--- src/logic/pscr_defines.svh ---
`ifndef PSCR_DEFINES_SVH
`define PSCR_DEFINES_SVH

// Register addresses on the serial register port
`define PSCR_ADDR_FLAGS 8'h01
`define PSCR_ADDR_MASK 8'h02
`define PSCR_ADDR_ENABLE 8'h03
`define PSCR_ADDR_MODE 8'h04

// Values loaded on undervoltage lockout; PSCR_UNMAPPED is the value read from an unmapped address
`define PSCR_RST_MASK 8'hC0
`define PSCR_RST_ENABLE 8'hFF
`define PSCR_RST_MODE 8'hB0
`define PSCR_UNMAPPED 8'hFF

// Implemented bit sets
`define PSCR_MASK_IMPL 8'hFF
`define PSCR_ENABLE_IMPL 8'h3E
`define PSCR_MODE_IMPL 8'hFF

// Supply enable bit positions
`define PSCR_EN_BUCK1 5
`define PSCR_EN_BUCK2 4
`define PSCR_EN_BUCK3 3
`define PSCR_EN_LREG2 2
`define PSCR_EN_LREG1 1

// Converter mode field positions
`define PSCR_MODE_PH2_HI 7
`define PSCR_MODE_PH2_LO 6
`define PSCR_MODE_PH3_HI 5
`define PSCR_MODE_PH3_LO 4
`define PSCR_MODE_RIPPLE 3
`define PSCR_MODE_FF_BUCK2 2
`define PSCR_MODE_FF_BUCK1 1
`define PSCR_MODE_FF_BUCK3 0

// Status flag positions
`define PSCR_FLAG_LREG1 1

`endif

--- src/logic/pscr_pkg.sv ---
`default_nettype none
package pscr_pkg;

	// Phase delay codes relative to buck1
	typedef enum logic [1:0] {
		PSCR_PH_ZERO = 2'b00,
		PSCR_PH_QUARTER = 2'b01,
		PSCR_PH_HALF = 2'b10,
		PSCR_PH_3QUARTER = 2'b11
	} pscr_phase_e;

	// Per-supply enables and modes toward the analog section
	typedef struct packed {
		logic buck1;
		logic buck2;
		logic buck3;
		logic lreg2;
		logic lreg1;
	} pscr_supply_s;

	typedef struct packed {
		pscr_phase_e buck2_phase;
		pscr_phase_e buck3_phase;
		logic low_ripple;
		logic buck2_fixed;
		logic buck1_fixed;
		logic buck3_fixed;
	} pscr_mode_s;

	// Register port request
	typedef struct packed {
		logic wr;
		logic rd;
		logic [7:0] addr;
		logic [7:0] wdata;
	} pscr_req_s;

endpackage
`default_nettype wire

--- src/logic/pscr_regs.sv ---
`timescale 1ns/100ps
`include "pscr_defines.svh"
`default_nettype none
module pscr_regs
	import pscr_pkg::*;
(
	input wire logic clk_i,
	input wire logic rstn_i,
	input wire logic undervoltage_lockout_i,
	input wire pscr_req_s req_i,
	output logic [7:0] rdata_o,
	input wire logic buck1_enable_pin_i,
	input wire logic buck2_enable_pin_i,
	input wire logic buck3_enable_pin_i,
	input wire logic linear_reg_enable_pin_i,
	input wire logic [7:1] fault_raw_i,
	output var pscr_supply_s supply_on_o,
	output var pscr_mode_s mode_o,
	output logic [7:0] power_fault_flags_o,
	output logic fault_alert_pin_n_o
);

	// Pins are asynchronous to clk_i
	logic [3:0] pin_s1_ff, pin_s2_ff;
	logic [7:1] raw_s1_ff, raw_s2_ff;
	logic undervoltage_lockout_s1_ff, undervoltage_lockout_s2_ff;

	// Two-stage synchronisers; first stage read only by the second
	always_ff @(posedge clk_i or negedge rstn_i) begin
		if (!rstn_i) begin
			pin_s1_ff <= 4'h0;
			pin_s2_ff <= 4'h0;
			raw_s1_ff <= 7'h00;
			raw_s2_ff <= 7'h00;
			undervoltage_lockout_s1_ff <= 1'b1;
			undervoltage_lockout_s2_ff <= 1'b1;
		end else begin
			pin_s1_ff <= {buck1_enable_pin_i, buck2_enable_pin_i, buck3_enable_pin_i, linear_reg_enable_pin_i};
			pin_s2_ff <= pin_s1_ff;
			raw_s1_ff <= fault_raw_i;
			raw_s2_ff <= raw_s1_ff;
			undervoltage_lockout_s1_ff <= undervoltage_lockout_i;
			undervoltage_lockout_s2_ff <= undervoltage_lockout_s1_ff;
		end
	end

	// Pin paired with each enable bit, indexed by bit position
	logic [7:0] bit_pin;
	assign bit_pin = {2'b11, pin_s2_ff[3], pin_s2_ff[2], pin_s2_ff[1], pin_s2_ff[0], pin_s2_ff[0], 1'b1};

	logic [7:0] mask_ff, nxt_mask;
	logic [7:0] enable_ff, nxt_enable;
	logic [7:0] mode_ff, nxt_mode;
	logic [7:0] block_ff, nxt_block;
	logic [7:0] rdata_ff, nxt_rdata;
	logic [7:0] flags;

	// Write merge keeping unimplemented bits at default
	function automatic logic [7:0] merge(input logic [7:0] wd, input logic [7:0] impl, input logic [7:0] dflt);
		merge = (wd & impl) | (dflt & ~impl);
	endfunction

	// Supply disabled makes its flag read zero
	assign flags = {raw_s2_ff[7:6], raw_s2_ff[5:1] & enable_ff[5:1] & bit_pin[5:1], 1'b0};

	// Next register values; lockout dominates, then pin-low reload
	always_comb begin
		nxt_mask = mask_ff;
		nxt_enable = enable_ff;
		nxt_mode = mode_ff;
		nxt_block = block_ff & flags; // Cleared flag unblocks for next event
		nxt_rdata = rdata_ff;
		if (req_i.wr && req_i.addr == `PSCR_ADDR_MASK)
			nxt_mask = merge(req_i.wdata, `PSCR_MASK_IMPL, `PSCR_RST_MASK);
		if (req_i.wr && req_i.addr == `PSCR_ADDR_ENABLE)
			nxt_enable = merge(req_i.wdata, `PSCR_ENABLE_IMPL, `PSCR_RST_ENABLE);
		if (req_i.wr && req_i.addr == `PSCR_ADDR_MODE)
			nxt_mode = merge(req_i.wdata, `PSCR_MODE_IMPL, `PSCR_RST_MODE);
		// Pin low forces its bit back to default, beating a write
		nxt_enable = (nxt_enable & bit_pin) | (`PSCR_RST_ENABLE & ~bit_pin);
		if (req_i.rd) begin
			unique case (req_i.addr)
				`PSCR_ADDR_FLAGS: begin
					nxt_rdata = flags;
					nxt_block = block_ff | flags;
				end
				`PSCR_ADDR_MASK: nxt_rdata = mask_ff;
				`PSCR_ADDR_ENABLE: nxt_rdata = enable_ff;
				`PSCR_ADDR_MODE: nxt_rdata = mode_ff;
				default: nxt_rdata = `PSCR_UNMAPPED;
			endcase
		end
		if (undervoltage_lockout_s2_ff) begin
			nxt_mask = `PSCR_RST_MASK;
			nxt_enable = `PSCR_RST_ENABLE;
			nxt_mode = `PSCR_RST_MODE;
			nxt_block = 8'h00;
		end
	end

	// Register state
	always_ff @(posedge clk_i or negedge rstn_i) begin
		if (!rstn_i) begin
			mask_ff <= `PSCR_RST_MASK;
			enable_ff <= `PSCR_RST_ENABLE;
			mode_ff <= `PSCR_RST_MODE;
			block_ff <= 8'h00;
			rdata_ff <= 8'h00;
		end else begin
			mask_ff <= nxt_mask;
			enable_ff <= nxt_enable;
			mode_ff <= nxt_mode;
			block_ff <= nxt_block;
			rdata_ff <= nxt_rdata;
		end
	end

	// Outputs; alert is the open-drain OR of unmasked, unblocked fault flags
	logic alert_ff, nxt_alert;
	always_comb begin
		nxt_alert = |(flags & ~mask_ff & ~block_ff);
	end

	// Alert register; inactive while in reset
	always_ff @(posedge clk_i or negedge rstn_i) begin
		if (!rstn_i)
			alert_ff <= 1'b0;
		else
			alert_ff <= nxt_alert;
	end
	assign fault_alert_pin_n_o = ~alert_ff;
	assign rdata_o = rdata_ff;
	assign power_fault_flags_o = flags;

	// Supply gating: pin and bit both required
	assign supply_on_o.buck1 = bit_pin[`PSCR_EN_BUCK1] & enable_ff[`PSCR_EN_BUCK1];
	assign supply_on_o.buck2 = bit_pin[`PSCR_EN_BUCK2] & enable_ff[`PSCR_EN_BUCK2];
	assign supply_on_o.buck3 = bit_pin[`PSCR_EN_BUCK3] & enable_ff[`PSCR_EN_BUCK3];
	assign supply_on_o.lreg2 = bit_pin[`PSCR_EN_LREG2] & enable_ff[`PSCR_EN_LREG2];
	assign supply_on_o.lreg1 = bit_pin[`PSCR_EN_LREG1] & enable_ff[`PSCR_EN_LREG1];

	// Converter mode fields
	assign mode_o.buck2_phase = pscr_phase_e'(mode_ff[`PSCR_MODE_PH2_HI:`PSCR_MODE_PH2_LO]);
	assign mode_o.buck3_phase = pscr_phase_e'(mode_ff[`PSCR_MODE_PH3_HI:`PSCR_MODE_PH3_LO]);
	assign mode_o.low_ripple = mode_ff[`PSCR_MODE_RIPPLE];
	assign mode_o.buck2_fixed = mode_ff[`PSCR_MODE_FF_BUCK2];
	assign mode_o.buck1_fixed = mode_ff[`PSCR_MODE_FF_BUCK1];
	assign mode_o.buck3_fixed = mode_ff[`PSCR_MODE_FF_BUCK3];

	a_mask_write: assert property (@(posedge clk_i) disable iff (!rstn_i)
		req_i.wr && req_i.addr == `PSCR_ADDR_MASK && !undervoltage_lockout_s2_ff |=> mask_ff == $past(req_i.wdata))
		else $error("mask write lost");
	a_undervoltage_lockout_load: assert property (@(posedge clk_i) disable iff (!rstn_i)
		undervoltage_lockout_s2_ff |=> mask_ff == `PSCR_RST_MASK && enable_ff == `PSCR_RST_ENABLE && mode_ff == `PSCR_RST_MODE)
		else $error("lockout defaults wrong");
	a_pin_low_reload: assert property (@(posedge clk_i) disable iff (!rstn_i)
		!pin_s2_ff[3] |=> enable_ff[5])
		else $error("enable bit not reloaded");
	a_supply_gate: assert property (@(posedge clk_i) disable iff (!rstn_i)
		supply_on_o.buck2 == (pin_s2_ff[2] && enable_ff[4]))
		else $error("buck2 gating wrong");
	a_unmapped_read: assert property (@(posedge clk_i) disable iff (!rstn_i)
		req_i.rd && req_i.addr > `PSCR_ADDR_MODE |=> rdata_o == `PSCR_UNMAPPED)
		else $error("unmapped read not FF");
	a_read_blocks: assert property (@(posedge clk_i) disable iff (!rstn_i)
		req_i.rd && req_i.addr == `PSCR_ADDR_FLAGS && !undervoltage_lockout_s2_ff ##1 flags == $past(flags)
		|=> fault_alert_pin_n_o)
		else $error("read flags still alert");
	a_masked_quiet: assert property (@(posedge clk_i) disable iff (!rstn_i)
		(mask_ff == 8'hFF) |=> fault_alert_pin_n_o)
		else $error("masked flag reached alert");
	a_alert_assert: assert property (@(posedge clk_i) disable iff (!rstn_i)
		|(flags & ~mask_ff & ~block_ff) |=> !fault_alert_pin_n_o)
		else $error("alert not asserted");
	a_disabled_flag: assert property (@(posedge clk_i) disable iff (!rstn_i)
		!supply_on_o.lreg1 |-> !power_fault_flags_o[`PSCR_FLAG_LREG1])
		else $error("disabled rail flag set");
	a_ripple_bit: assert property (@(posedge clk_i) disable iff (!rstn_i)
		req_i.wr && req_i.addr == `PSCR_ADDR_MODE && !undervoltage_lockout_s2_ff |=> mode_o.low_ripple == $past(req_i.wdata[3]))
		else $error("ripple mode not written");

endmodule
`default_nettype wire

--- config.mk ---
export PLATFORM = sky130hd
export DESIGN_NAME = pscr_regs
export DESIGN_NICKNAME = d
export VERILOG_FILES = /design/src/logic/pscr_pkg.sv /design/src/logic/pscr_regs.sv
export VERILOG_INCLUDE_DIRS = /design/src /design/src/logic
export SDC_FILE = /design/constraint.sdc
export NUM_CORES = 1
export LEC_CHECK = 0
export ABC_AREA = 1
export BUFFER_PORTS_ARGS = -buffer_cell sky130_fd_sc_hd__buf_2
export CELL_PAD_IN_SITES_DETAIL_PLACEMENT = 0
export CELL_PAD_IN_SITES_GLOBAL_PLACEMENT = 1
export CORE_MARGIN = 4
export CORE_UTILIZATION = 37
export CTS_BUF_LIST = sky130_fd_sc_hd__clkbuf_8
export DETAILED_ROUTE_END_ITERATION = 16
export PLACE_DENSITY = 0.8
export RECOVER_POWER = 25
export SETUP_SLACK_MARGIN = 0.02
export SLEW_MARGIN = 0
export SYNTH_ARGS = -nofsm -noshare
export SYNTH_HDL_FRONTEND = slang
export SYNTH_SLANG_ARGS = --single-unit
export TNS_END_PERCENT = 30
--- constraint.sdc ---
create_clock -name clk_i -period 1.28 [get_ports clk_i]
set_input_delay 0.128 -clock clk_i [delete_from_list [all_inputs] [get_ports clk_i]]
set_output_delay 0.128 -clock clk_i [all_outputs]
set_load 0.01 [all_outputs]
==> impl_results.md <==
- Detailed-route wire length: 7140 um
- Final setup vio count: 9
- Crit path launch type: flop
- Fill count: 705
- Clock latency on the worst-skew pair: 340 ps
- Worst setup margin: -122 ps
- I/O pins: 62
- DRC: 0
- Hold Crit Class: input pin to flop
- Power Internal: 0.00319 W
- Register bit total from synthesis: 62
- Post-synthesis cell type count: 28
- Setup TNS: -744 ps
- Max FO, Critical Path: 3
- WP data arrival: 1270 ps
- Status: complete, but fails checks
- TritonCTS Sinks: 62
- Share of cells above drive strength 1: 0.424
- Post-Synthesis Cells: 320
- Post-Route Utilization: 0.544
- Switching portion of total power: 0.243
- I/O Buffers: 60
- Worst VDD drop: 815 uV
- Starting Density: 0.383
- GRT Total Usage: 0.176
- Rel. slew slack: 0.638
- Iter 0 DRT Violations: 102
- # H-tree levels: 3
- First-pass GRT wire length: 11800 um
- Root Driver: clkbuf_8
- Seq pwr share: 0.491
- Part of the cycle the worst path needs: 1.10
- Final Skew: 5.43 ps
- Final Hold Viols: 0
- Max Cap Violations: 0
- Avg Inst Size Synth: 8.74 um^2
- RSZ-0062 raised after global routing: true
- Number of global-route vias before repair: 2462
- Violated checks: setup timing
- CTS tree: done
- Power Total: 0.00422 W
- Row count: 31
- CTS Buf Count: 9
- Req. time, crit path: 1150 ps
- Drt first pass iters: 4
- Tmin final: 1400 ps
- Final ANT Viol Nets: 0
- Final RePlAce weighted congestion: 0.812
- Initial antenna violation count: 0
- Worst-margin pin slew: 544 ps
- Clock group share of total power: 0.394
- Die H: 94.9 um
- CP Class: flop to output port
- Die ar.: 0.00901 mm^2
- Routed WL per cell: 13.3 um
- Sw power: 0.00103 W
- Commonest non-fill, non-tap cell in the layout: nand2_1
- Post-synthesis net count: 352
- Total Nets Final: 463
- Slew Limit Fails: 0
- Clk buf depth: 2
- Lkg Pwr: 1.96 nW
- Via-to-Cell Ratio: 4.55
- Diode count: 0
- Sequential fraction of the synthesis area: 0.561
- Overflow after GRT: 0
- CORE AREA: 0.00729 mm^2
- Cell area after synthesis: 0.00280 mm^2
- Pin count of the biggest net entering global routing: 28
- Synth Warn #: 0
- Via Count: 2434
- Die span in x: 94.9 um
- Clock transition at path regs: 60 ps
- Pwr/cell area: 1060 mW/mm^2
- Post-DP HPWL: 5110 um
- Area grow syn2layout: 42.0%
- CP Capture Type: output port
- Fmax: 713 MHz
- Combinational Power Share: 0.115
- Most frequent cells in the layout: nand2_1, buf_2, dfrtp_1, nor2_1, inv_1
[final timing paths]
check | endpoint | slack [ps] | cells past startpoint | from
max | power_fault_flags_o[4] | -120 | 4 | enable_ff[4]
min | mode_o[6] | 40 | 3 | req_i[6]
max reg2reg | rdata_o[4] | -50 | 10 | enable_ff[4]
min reg2reg | raw_s2_ff[3] | 350 | 0 | raw_s1_ff[3]
max in group asynchronous | mode_o[7] | 370 | 3 | rstn_i
min in group asynchronous | mask_ff[3] | 300 | 2 | rstn_i
[cells in the mapped netlist]
cell | n | area share
nand2_1 | 67 | 0.090
nor2_1 | 52 | 0.070
dfrtp_1 | 49 | 0.44
inv_1 | 30 | 0.040
nand3_1 | 21 | 0.038
a21oi_1 | 14 | 0.025
dfstp_2 | 13 | 0.12
inv_2 | 12 | 0.016
nor2_2 | 10 | 0.022
o21ai_0 | 7 | 0.013
nand2_2 | 6 | 0.013
o21ai_1 | 6 | 0.011
buf_4 | 5 | 0.013
nor2_4 | 4 | 0.016
o21ai_2 | 4 | 0.013
o211ai_1 | 3 | 0.0081
a21oi_2 | 2 | 0.0063
a22oi_1 | 2 | 0.0054
buf_2 | 2 | 0.0036
nand2_4 | 2 | 0.0081
nand4_1 | 2 | 0.0045
a22oi_2 | 1 | 0.0045
buf_6 | 1 | 0.0040
clkbuf_1 | 1 | 0.0013
conb_1 | 1 | 0.0013
nand3_2 | 1 | 0.0036
nor3b_4 | 1 | 0.0067
o22ai_1 | 1 | 0.0022
[state kept, by name, indices dropped and copies added, names as in the netlist]
signal / flops
alert_ff: 1
enable_ff: 6
mask_ff: 8
mode_o: 8
raw_s2_ff: 7
block_ff: 7
pin_s1_ff: 4
undervoltage_lockout_s2_ff: 1
rdata_o: 8
pin_s2_ff: 4
raw_s1_ff: 7
undervoltage_lockout_s1_ff: 1
[cell type report]
cell class / count / area, um^2 / area share
Multi-Input combinational cell: 207 / 1100 / 0.276
Sequential cell: 62 / 1570 / 0.395
Tap cell: 99 / 124 / 0.0312
Inverter: 42 / 158 / 0.0397
Clock buffer: 10 / 138 / 0.0347
Timing Repair Buffer: 109 / 833 / 0.210
Clock inverter: 6 / 53.8 / 0.0136
[power groups by stage]
stage	clock network [W]	logic, W	registers [W]
CTS	0.00171	0.000468	0.00207
finish	0.00166	0.000486	0.00207
global route	0.00180	0.000541	0.00208
floorplan	0	0.000163	0.00210
global placement	0	0.000374	0.00210
detailed placement	0	0.000381	0.00210
[critical path: stages, from the launching register on]
cell	delay, ps
dfstp_2	560
nand2_4	70
nor2_4	100
buf_6	110
buf_6	90
[metrics by stage]
stage               setup slack (ps)  hold slack (ps)  area (um^2)  cells
global route                    -184             42.7         3970    535
detailed placement             -66.3              108         3360    489
floorplan                       37.2             -168         2800    320
global placement               -21.6              107         3360    489
finish                          -122             36.9         3970    535
CTS                             -153             14.5         3900    535
[per-layer routing]
metal  wire (um)  track usage  vias up
li1            -            -     1218
met1        3120        0.230     1135
met2        3520        0.286       73
met3         412       0.0343        8
met4          93       0.0745        0
met5           0            0        -
[what timing repair did]
action | 4_1_cts | 5_1_grt
endpoints found under the setup margin | 10 | 22
pin swaps | 4 | 12
hold buffers | 13 | 0
setup buffers | 17 | 3
resized for setup | 23 | 18
endpoints found under the hold margin | 24 | 0
[cell families after synthesis]
logic type | count (synthesis) | synth area share
and+or+nand+nor | 166 | 0.272
buffers and inverters | 51 | 0.0787
AOI/OAI and AO/OA | 40 | 0.0872
other | 1 | 0.00134
DFF | 62 | 0.561
Note: power is estimated with default switching activity, not from simulation.
